### src/rtl/cbx_pkg.sv
// Constants for the conditional branch and bit clear execution block.
// Assumes a 21-bit byte program counter and a 12-bit banked data address.
package cbx_pkg;
  localparam int PC_W = 21;
  localparam int DADDR_W = 12;
  localparam logic [7:0] OPC_BR_CARRY_SET = 8'hE2;
  localparam logic [7:0] OPC_BR_CARRY_CLR = 8'hE3;
  localparam logic [7:0] OPC_BR_NEG_SET = 8'hE6;
  localparam logic [7:0] OPC_BR_NEG_CLR = 8'hE7;
  localparam logic [3:0] OPC_BIT_CLEAR = 4'h9;
  localparam int BIT_POS_LSB = 9;
  localparam int BANK_OVR_POS = 8;
  localparam logic [3:0] ACCESS_BANK_LO = 4'h0;
  localparam logic [3:0] ACCESS_BANK_HI = 4'hF;
  localparam logic [7:0] ACCESS_SPLIT = 8'h80;
  localparam logic [PC_W-1:0] PC_RESET = 21'h000000;
  localparam logic [PC_W-1:0] PC_STEP = 21'h000002;
  localparam logic [1:0] PHASE_RESET = 2'h0;
  localparam logic [1:0] PHASE_Q4 = 2'h3;
endpackage

### src/rtl/cbx_exec.sv
// Decode and execute for flag branches and file bit clear.
// Assumes instruction words arrive one per cycle, latched at phase Q1.
//
// What this block does
// - Signed 8-bit offset, doubled to bytes
// - Taken target is PC plus 2 plus offset
// - All handled opcodes are single word
// - Not taken one cycle, taken two
// - Q4 writes PC only when taken
// - 1001 bbba ffff ffff clears bit, flags kept
// - Override bit zero selects access bank
// - Override bit one uses bank select
// - 1110 0110 branches when negative set
// - 1110 0011 branches when carry clear
// - 1110 0111 branches when negative clear
// - 1110 0010 branches when carry set
`timescale 1ns/1ps
module cbx_exec (
  input wire logic mclk_in,
  input wire logic reset_in,
  input wire logic [15:0] instr_in,
  input wire logic [cbx_pkg::PC_W-1:0] instr_addr_in,
  input wire logic carry_in,
  input wire logic negative_in,
  input wire logic [3:0] bank_select_reg_in,
  input wire logic [7:0] file_rdata_in,
  output logic [1:0] phase_out,
  output logic pc_load_out,
  output logic [cbx_pkg::PC_W-1:0] pc_value_out,
  output logic flush_out,
  output logic file_we_out,
  output logic [cbx_pkg::DADDR_W-1:0] file_addr_out,
  output logic [7:0] file_wdata_out,
  output logic busy_out
);
  import cbx_pkg::*;

  // ****************************************
  // Phase and decode
  // ****************************************
  typedef enum logic [1:0] {EXEC, NOP_CYCLE} cyc_e;
  cyc_e cyc_reg;
  logic [1:0] phase;
  logic [15:0] ir_reg;
  logic [PC_W-1:0] ia_reg;
  logic c_reg;
  logic n_reg;
  logic is_bc, is_bnc, is_bn, is_bnn, is_branch, is_bclr, cond;
  logic [PC_W-1:0] target;
  logic [DADDR_W-1:0] faddr;
  logic [2:0] bitn;

  cbx_phase_gen u_phase (
    .mclk_in(mclk_in),
    .reset_in(reset_in),
    .phase_out(phase)
  );

  cbx_target_calc #(.PCW(PC_W)) u_target (
    .pc_in(ia_reg),
    .disp_in(ir_reg[7:0]),
    .target_out(target)
  );

  // Latch word and flags at Q1 of every executing cycle
  always_ff @(posedge mclk_in) begin
    if (reset_in) begin
      ir_reg <= 16'h0000;
      ia_reg <= PC_RESET;
      c_reg <= 1'b0;
      n_reg <= 1'b0;
    end else if (phase == PHASE_RESET && cyc_reg == EXEC) begin
      ir_reg <= instr_in;
      ia_reg <= instr_addr_in;
      c_reg <= carry_in;
      n_reg <= negative_in;
    end
  end

  // Opcode match, each in one word
  assign is_bc = (ir_reg[15:8] == OPC_BR_CARRY_SET);
  assign is_bnc = (ir_reg[15:8] == OPC_BR_CARRY_CLR);
  assign is_bn = (ir_reg[15:8] == OPC_BR_NEG_SET);
  assign is_bnn = (ir_reg[15:8] == OPC_BR_NEG_CLR);
  assign is_branch = is_bc | is_bnc | is_bn | is_bnn;
  assign is_bclr = (ir_reg[15:12] == OPC_BIT_CLEAR);
  // Condition from flags held since cycle start
  assign cond = (is_bc & c_reg) | (is_bnc & ~c_reg) | (is_bn & n_reg) | (is_bnn & ~n_reg);
  assign bitn = ir_reg[BIT_POS_LSB+2:BIT_POS_LSB];

  // Bank choice: access bank splits low and high halves
  always_comb begin
    if (ir_reg[BANK_OVR_POS]) begin
      faddr = {bank_select_reg_in, ir_reg[7:0]};
    end else if (ir_reg[7:0] < ACCESS_SPLIT) begin
      faddr = {ACCESS_BANK_LO, ir_reg[7:0]};
    end else begin
      faddr = {ACCESS_BANK_HI, ir_reg[7:0]};
    end
  end

  // ****************************************
  // Cycle sequencing
  // ****************************************
  // Taken branch adds one dead cycle
  always_ff @(posedge mclk_in) begin
    if (reset_in) begin
      cyc_reg <= EXEC;
    end else if (phase == PHASE_Q4) begin
      unique case (cyc_reg)
        EXEC: begin
          cyc_reg <= (is_branch && cond) ? NOP_CYCLE : EXEC;
        end
        NOP_CYCLE: begin
          cyc_reg <= EXEC;
        end
        default: begin
          cyc_reg <= EXEC;
        end
      endcase
    end
  end

  // PC write only at Q4 of a taken first cycle
  always_ff @(posedge mclk_in) begin
    if (reset_in) begin
      pc_load_out <= 1'b0;
      pc_value_out <= PC_RESET;
      flush_out <= 1'b0;
    end else begin
      pc_load_out <= (phase == 2'h2) && cyc_reg == EXEC && is_branch && cond;
      flush_out <= (phase == 2'h2) && cyc_reg == EXEC && is_branch && cond;
      if ((phase == 2'h2) && cyc_reg == EXEC && is_branch && cond) begin
        pc_value_out <= target;
      end
    end
  end

  // Bit clear: address in Q2, write at Q4; flags never touched
  always_ff @(posedge mclk_in) begin
    if (reset_in) begin
      file_we_out <= 1'b0;
      file_addr_out <= '0;
      file_wdata_out <= 8'h00;
    end else begin
      file_addr_out <= faddr;
      file_we_out <= (phase == 2'h2) && cyc_reg == EXEC && is_bclr;
      file_wdata_out <= file_rdata_in & ~(8'h01 << bitn);
    end
  end

  // Phase and busy registered outputs
  always_ff @(posedge mclk_in) begin
    if (reset_in) begin
      phase_out <= PHASE_RESET;
      busy_out <= 1'b0;
    end else begin
      phase_out <= phase;
      busy_out <= (cyc_reg == NOP_CYCLE);
    end
  end
endmodule

### src/rtl/cbx_phase_gen.sv
// Quarter phase generator: four clocks per instruction cycle.
// Assumes one clock and a synchronous active-high reset.
`timescale 1ns/1ps
module cbx_phase_gen (
  input wire logic mclk_in,
  input wire logic reset_in,
  output logic [1:0] phase_out
);
  import cbx_pkg::*;
  // Free-running quarter counter
  always_ff @(posedge mclk_in) begin
    if (reset_in) begin
      phase_out <= PHASE_RESET;
    end else begin
      phase_out <= phase_out + 2'h1;
    end
  end
endmodule

### src/rtl/cbx_target_calc.sv
// Relative branch target adder.
// Assumes the PC given is the branch's own address.
`timescale 1ns/1ps
module cbx_target_calc #(
  parameter int PCW = 21
) (
  input wire logic [PCW-1:0] pc_in,
  input wire logic [7:0] disp_in,
  output logic [PCW-1:0] target_out
);
  logic [PCW-1:0] disp_ext;
  // Sign extend and double the word offset
  assign disp_ext = {{(PCW-9){disp_in[7]}}, disp_in, 1'b0};
  // Counter has moved past the branch already
  assign target_out = pc_in + PCW'(2) + disp_ext;
endmodule

### config.mk
export PLATFORM = sky130hd
export DESIGN_NAME = cbx_exec
export DESIGN_NICKNAME = d
export VERILOG_FILES = /design/src/rtl/cbx_pkg.sv /design/src/rtl/cbx_exec.sv /design/src/rtl/cbx_phase_gen.sv /design/src/rtl/cbx_target_calc.sv
export SDC_FILE = /design/constraint.sdc
export NUM_CORES = 1
export LEC_CHECK = 0
export BUFFER_PORTS_ARGS = -buffer_cell sky130_fd_sc_hd__clkbuf_2
export CAP_MARGIN = 10
export CORE_MARGIN = 1.5
export CORE_UTILIZATION = 54
export DETAILED_ROUTE_END_ITERATION = 16
export GPL_TIMING_DRIVEN = 0
export HOLD_SLACK_MARGIN = 0.08
export PLACE_DENSITY = 0.79
export SLEW_MARGIN = 10
export SYNTH_ARGS = -nofsm -noshare
export SYNTH_HDL_FRONTEND = slang
export SYNTH_HIERARCHICAL = 1
export SYNTH_SLANG_ARGS = --single-unit
### constraint.sdc
create_clock -name mclk_in -period 2.7 [get_ports mclk_in]
set_input_delay 0.135 -clock mclk_in [delete_from_list [all_inputs] [get_ports mclk_in]]
set_output_delay 0.135 -clock mclk_in [all_outputs]
set_load 0.005 [all_outputs]
==> results of run 1 <==
[critical path, stage by stage, from the launching register on]
cell and delay, ns:
dfxtp_2 0.35, ha_1 0.29, ha_1 0.16, inv_1 0.05, fa_1 0.41, nand2b_4 0.18
a21oi_4 0.18, o2111a_2 0.26, a21o_4 0.17, xor2_2 0.18, nand4_1 0.10, a21oi_1 0.15
[how the worst max path moves through the flow]
stage / endpoint / cells after the start / startpoint
2_1_floorplan: pc_value_out[20] / 9 / ir_reg[7]
3_3_place_gp: pc_value_out[20] / 9 / ir_reg[7]
3_5_place_dp: pc_value_out[18] / 9 / ir_reg[7]
4_1_cts: pc_value_out[16] / 13 / ir_reg[0]
5_1_grt: pc_value_out[18] / 11 / ir_reg[7]
6_report: pc_value_out[16] / 11 / ir_reg[1]
[power by group]
group / total [mW] / switching, mW / internal (mW) / leakage [nW]
Sequential: 1.42 / 0.0485 / 1.37 / 0.722
Clock: 0.842 / 0.496 / 0.347 / 0.0839
Combinational: 0.732 / 0.424 / 0.308 / 1.77
[layout make-up]
class	instances	share of cell area
inverters	17	0.0109
flip-flops and latches	88	0.302
clock inverters	6	0.00853
repair buffers	156	0.180
well taps	102	0.0218
clock buffers	10	0.0218
multi-input cells	390	0.427
plain buffers	36	0.0292
[placed cells by master, fill, tap and decap left out, types with 4 or more instances in the layout]
cell type	n
nand2_1	104
clkbuf_2	99
a21oi_1	84
dfxtp_1	84
dlygate4sd3_1	52
ha_1	37
nand4_1	22
o31ai_1	22
clkbuf_1	20
inv_1	17
nor2b_1	15
buf_4	11
nor2_1	10
clkbuf_8	9
xnor2_1	8
o21ai_0	7
nand3_1	7
xor2_1	6
buf_2	5
buf_1	5
nor3_1	5
nand2b_1	4
a311oi_1	4
o21a_1	4
[routing by layer]
| layer | part of all wire | up-vias | global-route usage |
|---|---|---|---|
| met5 | 0 | - | 0 |
| met4 | 0.030 | 0 | 0.124 |
| met3 | 0.055 | 31 | 0.0429 |
| met2 | 0.48 | 171 | 0.476 |
| met1 | 0.44 | 2090 | 0.365 |
| li1 | - | 2221 | - |
[metrics by stage]
step	TNS, ns	hold WS (ns)
2_1_floorplan	0	0.202
3_3_place_gp	-0.608	0.339
3_5_place_dp	-0.628	0.349
4_1_cts	0	0.462
5_1_grt	0	0.491
6_report	0	0.464
[timing repair]
item	CTS	global route
setup endpoints to repair	6	7
pin swaps	0	6
endpoints found under the hold margin	54	0
hold buffers	52	0
setup buffers	0	5
gates resized for setup	2	13
[kinds of logic after synthesis]
| group | Yosys count | share of synthesized area |
|---|---|---|
| AND/OR/NAND/NOR | 186 | 0.199 |
| AO/OA/AOI/OAI | 147 | 0.203 |
| adder cells (fa/ha/maj) | 38 | 0.109 |
| buffers and inverters | 53 | 0.0529 |
| XOR/XNOR | 16 | 0.0332 |
| multiplexers | 3 | 0.00815 |
| flip-flops | 88 | 0.396 |
==> flow_summary.toml, run 1 <==
[place]
pre_cts_ws_ns = -0.145
gp_congestion = 0.825
portBuffers = 99
place_area_um2 = 5070
dp_hpwl_um = 8270
placedCellCount = 732

[timing]
rsz0062_at_grt = "false"
min_period_over_period = 0.947
setup-violations-final = 0
hold_viol = 0
fmax_mhz = 391
final_max_slew_viol_count = 0
fin_crit_ns = 2.56
worst_slack_ns = 0.143
tightest_slew_ns = 0.600
slew_headroom = 0.600
fin_skew_ns = 0.0173

[setup_path]
worstReg2RegStart = "ir_reg[1]"
worstPathArrival_ns = 2.83
critical_path_class = "flop to flop"
cp-end-kind = "flop"
r2r_cells = 11
rrSetupSlack_ns = 0.14
r2r_end = "pc_value_out[16]"
start_kind = "flop"
cp_max_fo = 3
worstPathRequired_ns = 2.97

[drt]
drtIter0Drc = 294
ant_nets = 0
vias = 4513
drcViolationCount = 0
wl_per_cell_um = 15.6
routed_wl_um = 12600
viasPerCell = 5.61
drt-pass1-iter-count = 5

[global_route]
grt.total_usage = 0.285
grt_overflow_total = 0
grt_pass1_vias = 4327
grt_pass1_wl_um = 19900
grt_max_degree = 17
antenna_found_initial = 0

[synth]
synth_area_um2 = 4450
ys_ff_latch = 88
yosysTopAreaCell = "dfxtp_1"
ys.flop_type = "dfxtp_1"
syn_nets = 622
synth_warnings = 6
syn_avg_cell_area_um2 = 8.38
synth_top_cells_by_area = "dfxtp_1, ha_1, a21oi_1"
async_flop_share = 0
synth_enable_flop_cells = 0
yosys-top-cells-count = "nand2_1, dfxtp_1, a21oi_1"
ys_seq_area_frac = 0.396
syn-instance-count = 531
yosysUniqueCellTypes = 51
synth.most_common_cell = "nand2_1"
yosysTopAreaCellShare = 0.396

[floorplanning]
coreArea_um2 = 7850
rows = 32
die_x_um = 93.8
die-area_um2 = 8790
die_y_um = 93.8
boundaryPins = 100
initial_utilization = 0.567

[clock_tree]
insertion_delay_ns = 0.36
numCtsBuffers = 9
cts_tree = "built"
clk_pin_slew_worst_paths_ns = 0.09
clk_path_buf_depth = 2
cts_sinks = 88
clockRootBuffer = "clkbuf_8"
h-tree-depth = 3

[finish]
num-fill-cells = 596
instances_no_fill = 805
n_antenna_cell = 0
fin_util = 0.748
nNetsFinal = 789
multiInputGateArea_um2 = 2500
stdcell_area_um2 = 5870
drive_gt1_frac = 0.219
seqCellArea_um2 = 1770
area_growth_pct = 31.9

[pwr]
ir_drop_mv = 0.381
p_leak_nw = 2.58
power_mw = 2.99
powerDensity_nw_per_um2 = 510

[min_path]
hold_path.class = "flop to flop"
holdPathEnd = "ia_reg[1]"
hold_start = "ia_reg[1]"
whs_path_depth = 2

[outcome]
status = "completed"

[job]
drv_cap = 0
(Power assumes the default switching activity.)
==> run 2: changes to the inputs <==
--- a/config.mk
+++ b/config.mk
@@ -5,6 +5,7 @@
 export SDC_FILE = /design/constraint.sdc
 export NUM_CORES = 1
 export LEC_CHECK = 0
+export ABC_AREA = 1
 export BUFFER_PORTS_ARGS = -buffer_cell sky130_fd_sc_hd__clkbuf_2
 export CAP_MARGIN = 10
 export CORE_MARGIN = 1.5
==> constraint.sdc (replaced) <==
create_clock -name mclk_in -period 2.7 [get_ports mclk_in]
set_input_delay 0.54 -clock mclk_in [delete_from_list [all_inputs] [get_ports mclk_in]]
set_output_delay 0.54 -clock mclk_in [all_outputs]
set_load 0.005 [all_outputs]
==> run 2 against run 1 <==
Clock skew is 0.0049 ns lower. Sequential share of layout area is 3.1 points higher. Die area is 0.41% higher. Critical endpoint is now pc_value_out[14]. Largest power group unchanged.
==> flow_summary.toml, run 2 <==
[clock_tree]
h-tree-depth = 3
numCtsBuffers = 9
clk_pin_slew_worst_paths_ns = 0.10
cts_sinks = 88
cts_hold_buf = 0
insertion_delay_ns = 0.36
cts_setup_buffers = 0
clockRootBuffer = "clkbuf_8"
cts_tree = "built"
cts_resized = 0
clk_path_buf_depth = 2

[place]
placedCellCount = 822
portBuffers = 99
place_area_um2 = 5090
pre_cts_ws_ns = 0.243
dp_hpwl_um = 7990
gp_congestion = 0.950

[synth]
synth-xor-area-share = 0.0216
synth.most_common_cell = "nand2_1"
yosysTopAreaCell = "dfxtp_1"
syn_avg_cell_area_um2 = 7.19
synth_top_family_by_area = "simple AND/OR/NAND/NOR gates"
yosysUniqueCellTypes = 32
post_synth_fa_ha_maj_area_fraction = 0.108
async_flop_share = 0
ys_ff_latch = 88
synth_top_cells_by_area = "dfxtp_1, nand2_1, ha_1"
synthSimpleGateAreaFrac = 0.270
synth_warnings = 6
synth_compound_area_frac = 0.111
synth_area_um2 = 4470
syn-instance-count = 621
yosys-top-cells-count = "nand2_1, nor2_1, dfxtp_1"
synth_enable_flop_cells = 0
syn_nets = 712
muxShareOfSynthArea = 0
ys.flop_type = "dfxtp_1"
yosysTopAreaCellShare = 0.394
ys_seq_area_frac = 0.394

[setup_path]
cp_cell_sequence = "inv_1 -> ha_1 -> inv_1 -> ha_1 -> inv_1 -> fa_1 -> inv_1 -> nand3_1 -> nand3_1 -> nand2_1 -> nand2_1 -> nand2_1 -> nand3_1 -> nand2_1 -> nor2_1 -> nor2_1"
start_kind = "flop"
worstPathRequired_ns = 2.95
critical_path_class = "flop to flop"
critPathSlowestCell = "fa_1"
worstPathArrival_ns = 2.60
cp-end-kind = "flop"
critPathMaxStageDelay_ns = 0.41
cp_max_fo = 4

[drt]
drcViolationCount = 0
ant_nets = 0
drt-pass1-iter-count = 5
drtIter0Drc = 158
routed_wl_um = 10200
wl_per_cell_um = 12.2
viasPerCell = 5.01
vias = 4200

[finish]
fin_util = 0.673
final_common_cell = "nand2_1"
n_antenna_cell = 0
instances_no_fill = 838
area_growth_pct = 18.7
drive_gt1_frac = 0.213
stdcell_area_um2 = 5310
mostFrequentLayoutCells = "nand2_1, nor2_1, clkbuf_2"
nNetsFinal = 822
num-fill-cells = 694

[floorplanning]
coreArea_um2 = 7890
die-area_um2 = 8830
initial_utilization = 0.566
die_x_um = 94.0
boundaryPins = 100
die_y_um = 94.0
rows = 32

[global_route]
grt_overflow_total = 0
grt.total_usage = 0.242
grt_pass1_vias = 3922
grt_pass1_wl_um = 16900
grt_max_degree = 17
antenna_found_initial = 0

[timing]
slew_headroom = 0.653
rsz0062_at_grt = "false"
finalSetupTns_ns = 0
fin_crit_ns = 2.35
hold_ws_ns = 0.349
hold_viol = 0
fin_skew_ns = 0.0124
fmax_mhz = 426
final_max_slew_viol_count = 0
min_period_over_period = 0.870
worst_slack_ns = 0.350
tightest_slew_ns = 0.520
setup-violations-final = 0

[pwr]
p_clk_frac = 0.316
p_int_mw = 2.09
ir_drop_mv = 0.389
p_sw_frac = 0.315
power_mw = 3.05
powerDensity_nw_per_um2 = 576
p_leak_nw = 2.91
pwr-share-comb = 0.213
pwr-share-seq = 0.471
p_switching_mw = 0.961

[min_path]
hold_path.class = "primary input to flop"

[job]
drv_cap = 0

[outcome]
status = "completed"
==> run 2: changes by cell type after synthesis, moves of 11 or more <==
cell	change
nor2_1	+103
inv_1	+60
a21oi_1	-49
o21ai_0	+39
nand2_1	+24
o31ai_1	-22
nand4_1	-21
nor2b_1	-15
nand2_2	+11
==> run 2: cell type report <==
type	count	area [um^2]	share of cell area
multi-input cells	428	2280	0.430
repair buffers	99	495	0.0934
clock buffers	10	138	0.0259
well taps	102	128	0.0241
inverters	83	312	0.0587
flip-flops and latches	88	1760	0.332
plain buffers	22	113	0.0212
clock inverters	6	75.1	0.0142
==> run 2: cell families (layout without fill, tap and decap cells) <==
kind of cell / after synthesis / after routing
simple gates: 286 / 286
compound gates: 93 / 93
fa+ha+maj: 38 / 38
xor+xnor: 11 / 11
buf+inv: 105 / 220
flops: 88 / 88
==> run 2: worst paths after layout <==
check / from / end / slack, ns / cells past startpoint
max: ia_reg[1] / pc_value_out[14] / 0.35 / 16
min: reset_in / u_phase/phase_out[0] / 0.35 / 2
max reg2reg: ia_reg[1] / pc_value_out[14] / 0.35 / 16
min reg2reg: ir_reg[0] / file_addr_out[0] / 0.46 / 2
==> run 2: worst max-delay path: cells and delay by family, from the launching register on <==
family	cells	cell delay [ns]
adder cells (fa/ha/maj)	3	0.81
buffers and inverters	4	0.31
flip-flops	1	0.38
AND/OR/NAND/NOR	9	0.74
==> run 2: power by group through the flow <==
stage / combinational, mW / sequential (mW) / clock, mW
4_1_cts: 0.645 / 1.44 / 0.982
5_1_grt: 0.739 / 1.45 / 1.03
2_1_floorplan: 0.457 / 1.45 / 0
3_5_place_dp: 0.633 / 1.47 / 0
6_report: 0.650 / 1.44 / 0.966
3_3_place_gp: 0.621 / 1.46 / 0
==> run 2: routing by layer <==
layer / wire (um) / global-route usage / share of wire
met4: 111 / 0.0821 / 0.011
met5: 0 / 0 / 0
met3: 639 / 0.0461 / 0.062
met2: 4790 / 0.408 / 0.47
met1: 4710 / 0.309 / 0.46
==> run 3: changes to the inputs <==
--- a/config.mk
+++ b/config.mk
@@ -5,7 +5,6 @@
 export SDC_FILE = /design/constraint.sdc
 export NUM_CORES = 1
 export LEC_CHECK = 0
-export ABC_AREA = 1
 export BUFFER_PORTS_ARGS = -buffer_cell sky130_fd_sc_hd__clkbuf_2
 export CAP_MARGIN = 10
 export CORE_MARGIN = 1.5
==> run 3 against run 2 <==
Final cell count is 10% lower. Sequential power hardly changed. Combinational power is 2% lower. Largest power group unchanged. Largest cell class unchanged. Via count is 1.6% lower. Cell area is 0.31% higher. Die area is 0.40% lower. Hold slack better by 0.029 ns. Register-to-register slack worse by 0.19 ns. Global-route usage is 0.61 points higher. Critical endpoint is now pc_value_out[18]. Total power is 5.3% lower. Sequential cell count stayed put.
==> flow_summary.toml, run 3 (synthesis results as in run 1) <==
[drt]
routed_wl_um = 10700
drtIter0Drc = 197
ant_nets = 0
drcViolationCount = 0
wl_per_cell_um = 14.3
viasPerCell = 5.50
vias = 4133
drt-pass1-iter-count = 5

[floorplanning]
die_x_um = 93.8
die_y_um = 93.8
boundaryPins = 100
rows = 32
die-area_um2 = 8790
initial_utilization = 0.567
coreArea_um2 = 7850

[setup_path]
rrSetupSlack_ns = 0.16
cp_cell_sequence = "clkbuf_4 -> ha_1 -> ha_1 -> a21oi_1 -> mux2_2 -> a211oi_2 -> nand4_1 -> a21oi_2"
cp_common_cell = "ha_1"
worstPathArrival_ns = 2.81
critPathMaxStageDelay_ns = 0.41
crit_buf_inv = 1
critical_path_class = "flop to flop"
start_kind = "flop"
cp-end-kind = "flop"
r2r_cells = 8
cp_top_family = "compound AO/OA/AOI/OAI gates"
critPathSlowestCell = "dfxtp_4"
cp.depth = 8
worstPathRequired_ns = 2.98
cp_max_fo = 9

[global_route]
grt_pass1_vias = 3824
antenna_found_initial = 0
grt_max_degree = 17
grt_pass1_wl_um = 17400
grt_overflow_total = 0
grt.total_usage = 0.248

[pwr]
p_int_mw = 1.97
pwr-share-seq = 0.489
ir_drop_mv = 0.366
pwr-share-comb = 0.221
power_mw = 2.89
powerDensity_nw_per_um2 = 543
p_leak_nw = 2.35
p_switching_mw = 0.924
p_sw_frac = 0.320
p_clk_frac = 0.290

[finish]
final_common_cell = "nand2_1"
n_antenna_cell = 0
stdcell_area_um2 = 5320
drive_gt1_frac = 0.231
instances_no_fill = 752
num-fill-cells = 707
nNetsFinal = 736
seqCellArea_um2 = 1770
multiInputGateArea_um2 = 2490
mostFrequentLayoutCells = "nand2_1, clkbuf_2, dfxtp_1"
area_growth_pct = 19.6

[clock_tree]
cts_sinks = 88
cts_tree = "built"
clockRootBuffer = "clkbuf_8"
insertion_delay_ns = 0.35
clk_path_buf_depth = 2
clk_pin_slew_worst_paths_ns = 0.10
h-tree-depth = 3
numCtsBuffers = 9

[place]
placedCellCount = 732
dp_hpwl_um = 8270
place_area_um2 = 5070
gp_congestion = 0.825
pre_cts_ws_ns = -0.145
portBuffers = 99

[min_path]
hold_path.class = "primary input to flop"
whs_path_depth = 3

[timing]
fmax_mhz = 394
fin_crit_ns = 2.54
slew_headroom = 0.617
hold_ws_ns = 0.378
fin_skew_ns = 0.0140
rsz0062_at_grt = "false"
worst_slack_ns = 0.163
tightest_slew_ns = 0.575
hold_viol = 0
final_max_slew_viol_count = 0
min_period_over_period = 0.940
setup-violations-final = 0

[outcome]
status = "completed"

[job]
drv_cap = 0
[run 3: power by group through the flow]
stage	registers [mW]	logic, mW	clock network, mW
CTS	1.42	0.621	0.850
finish	1.41	0.640	0.837
detailed placement	1.45	0.609	0
floorplan	1.43	0.438	0
global route	1.42	0.720	0.890
global placement	1.44	0.599	0
[run 3: final timing paths]
check                            to              from
setup / recovery   pc_value_out[18]         ir_reg[7]
hold / removal    file_wdata_out[6]  file_rdata_in[6]
setup reg to reg   pc_value_out[18]         ir_reg[7]
hold reg to reg          ia_reg[11]        ia_reg[11]
[run 3: cell type report]
type,count,area share
flip-flops and latches,88,0.332
plain buffers,36,0.0322
inverters,17,0.0120
clock buffers,10,0.0240
multi-input cells,390,0.467
well taps,102,0.0240
clock inverters,6,0.00941
repair buffers,103,0.0988
[run 3: stage by stage]
step,util,TNS [ns]
after floorplan,-,0
after global placement,0.646,-0.608
after detailed placement,0.646,-0.628
after CTS,0.670,0
after global routing,0.678,0
final,0.678,0
[run 3: metal layers]
metal,vias to the layer above,wire length (um),GRT usage
met2,138,4960,0.406
met5,-,0,0
met3,11,602,0.0364
met1,1869,5030,0.336
li1,2115,-,-
met4,0,123,0.0784
[run 3: repair_timing]
item                                    in CTS  in global routing
endpoints found under the hold margin        0                  0
pin swaps                                    0                  5
hold buffers                                 0                  0
resized for setup                            2                  8
endpoints found under the setup margin       6                  7
buffers inserted                             0                  4
[run 3: worst reg2reg max path, cell delays in order, from the launching register on]
cell      delay (ns)
dfxtp_4         0.41
clkbuf_4        0.20
ha_1            0.20
ha_1            0.37
a21oi_1         0.37
mux2_2          0.39
a211oi_2        0.23
nand4_1         0.15
a21oi_2         0.14
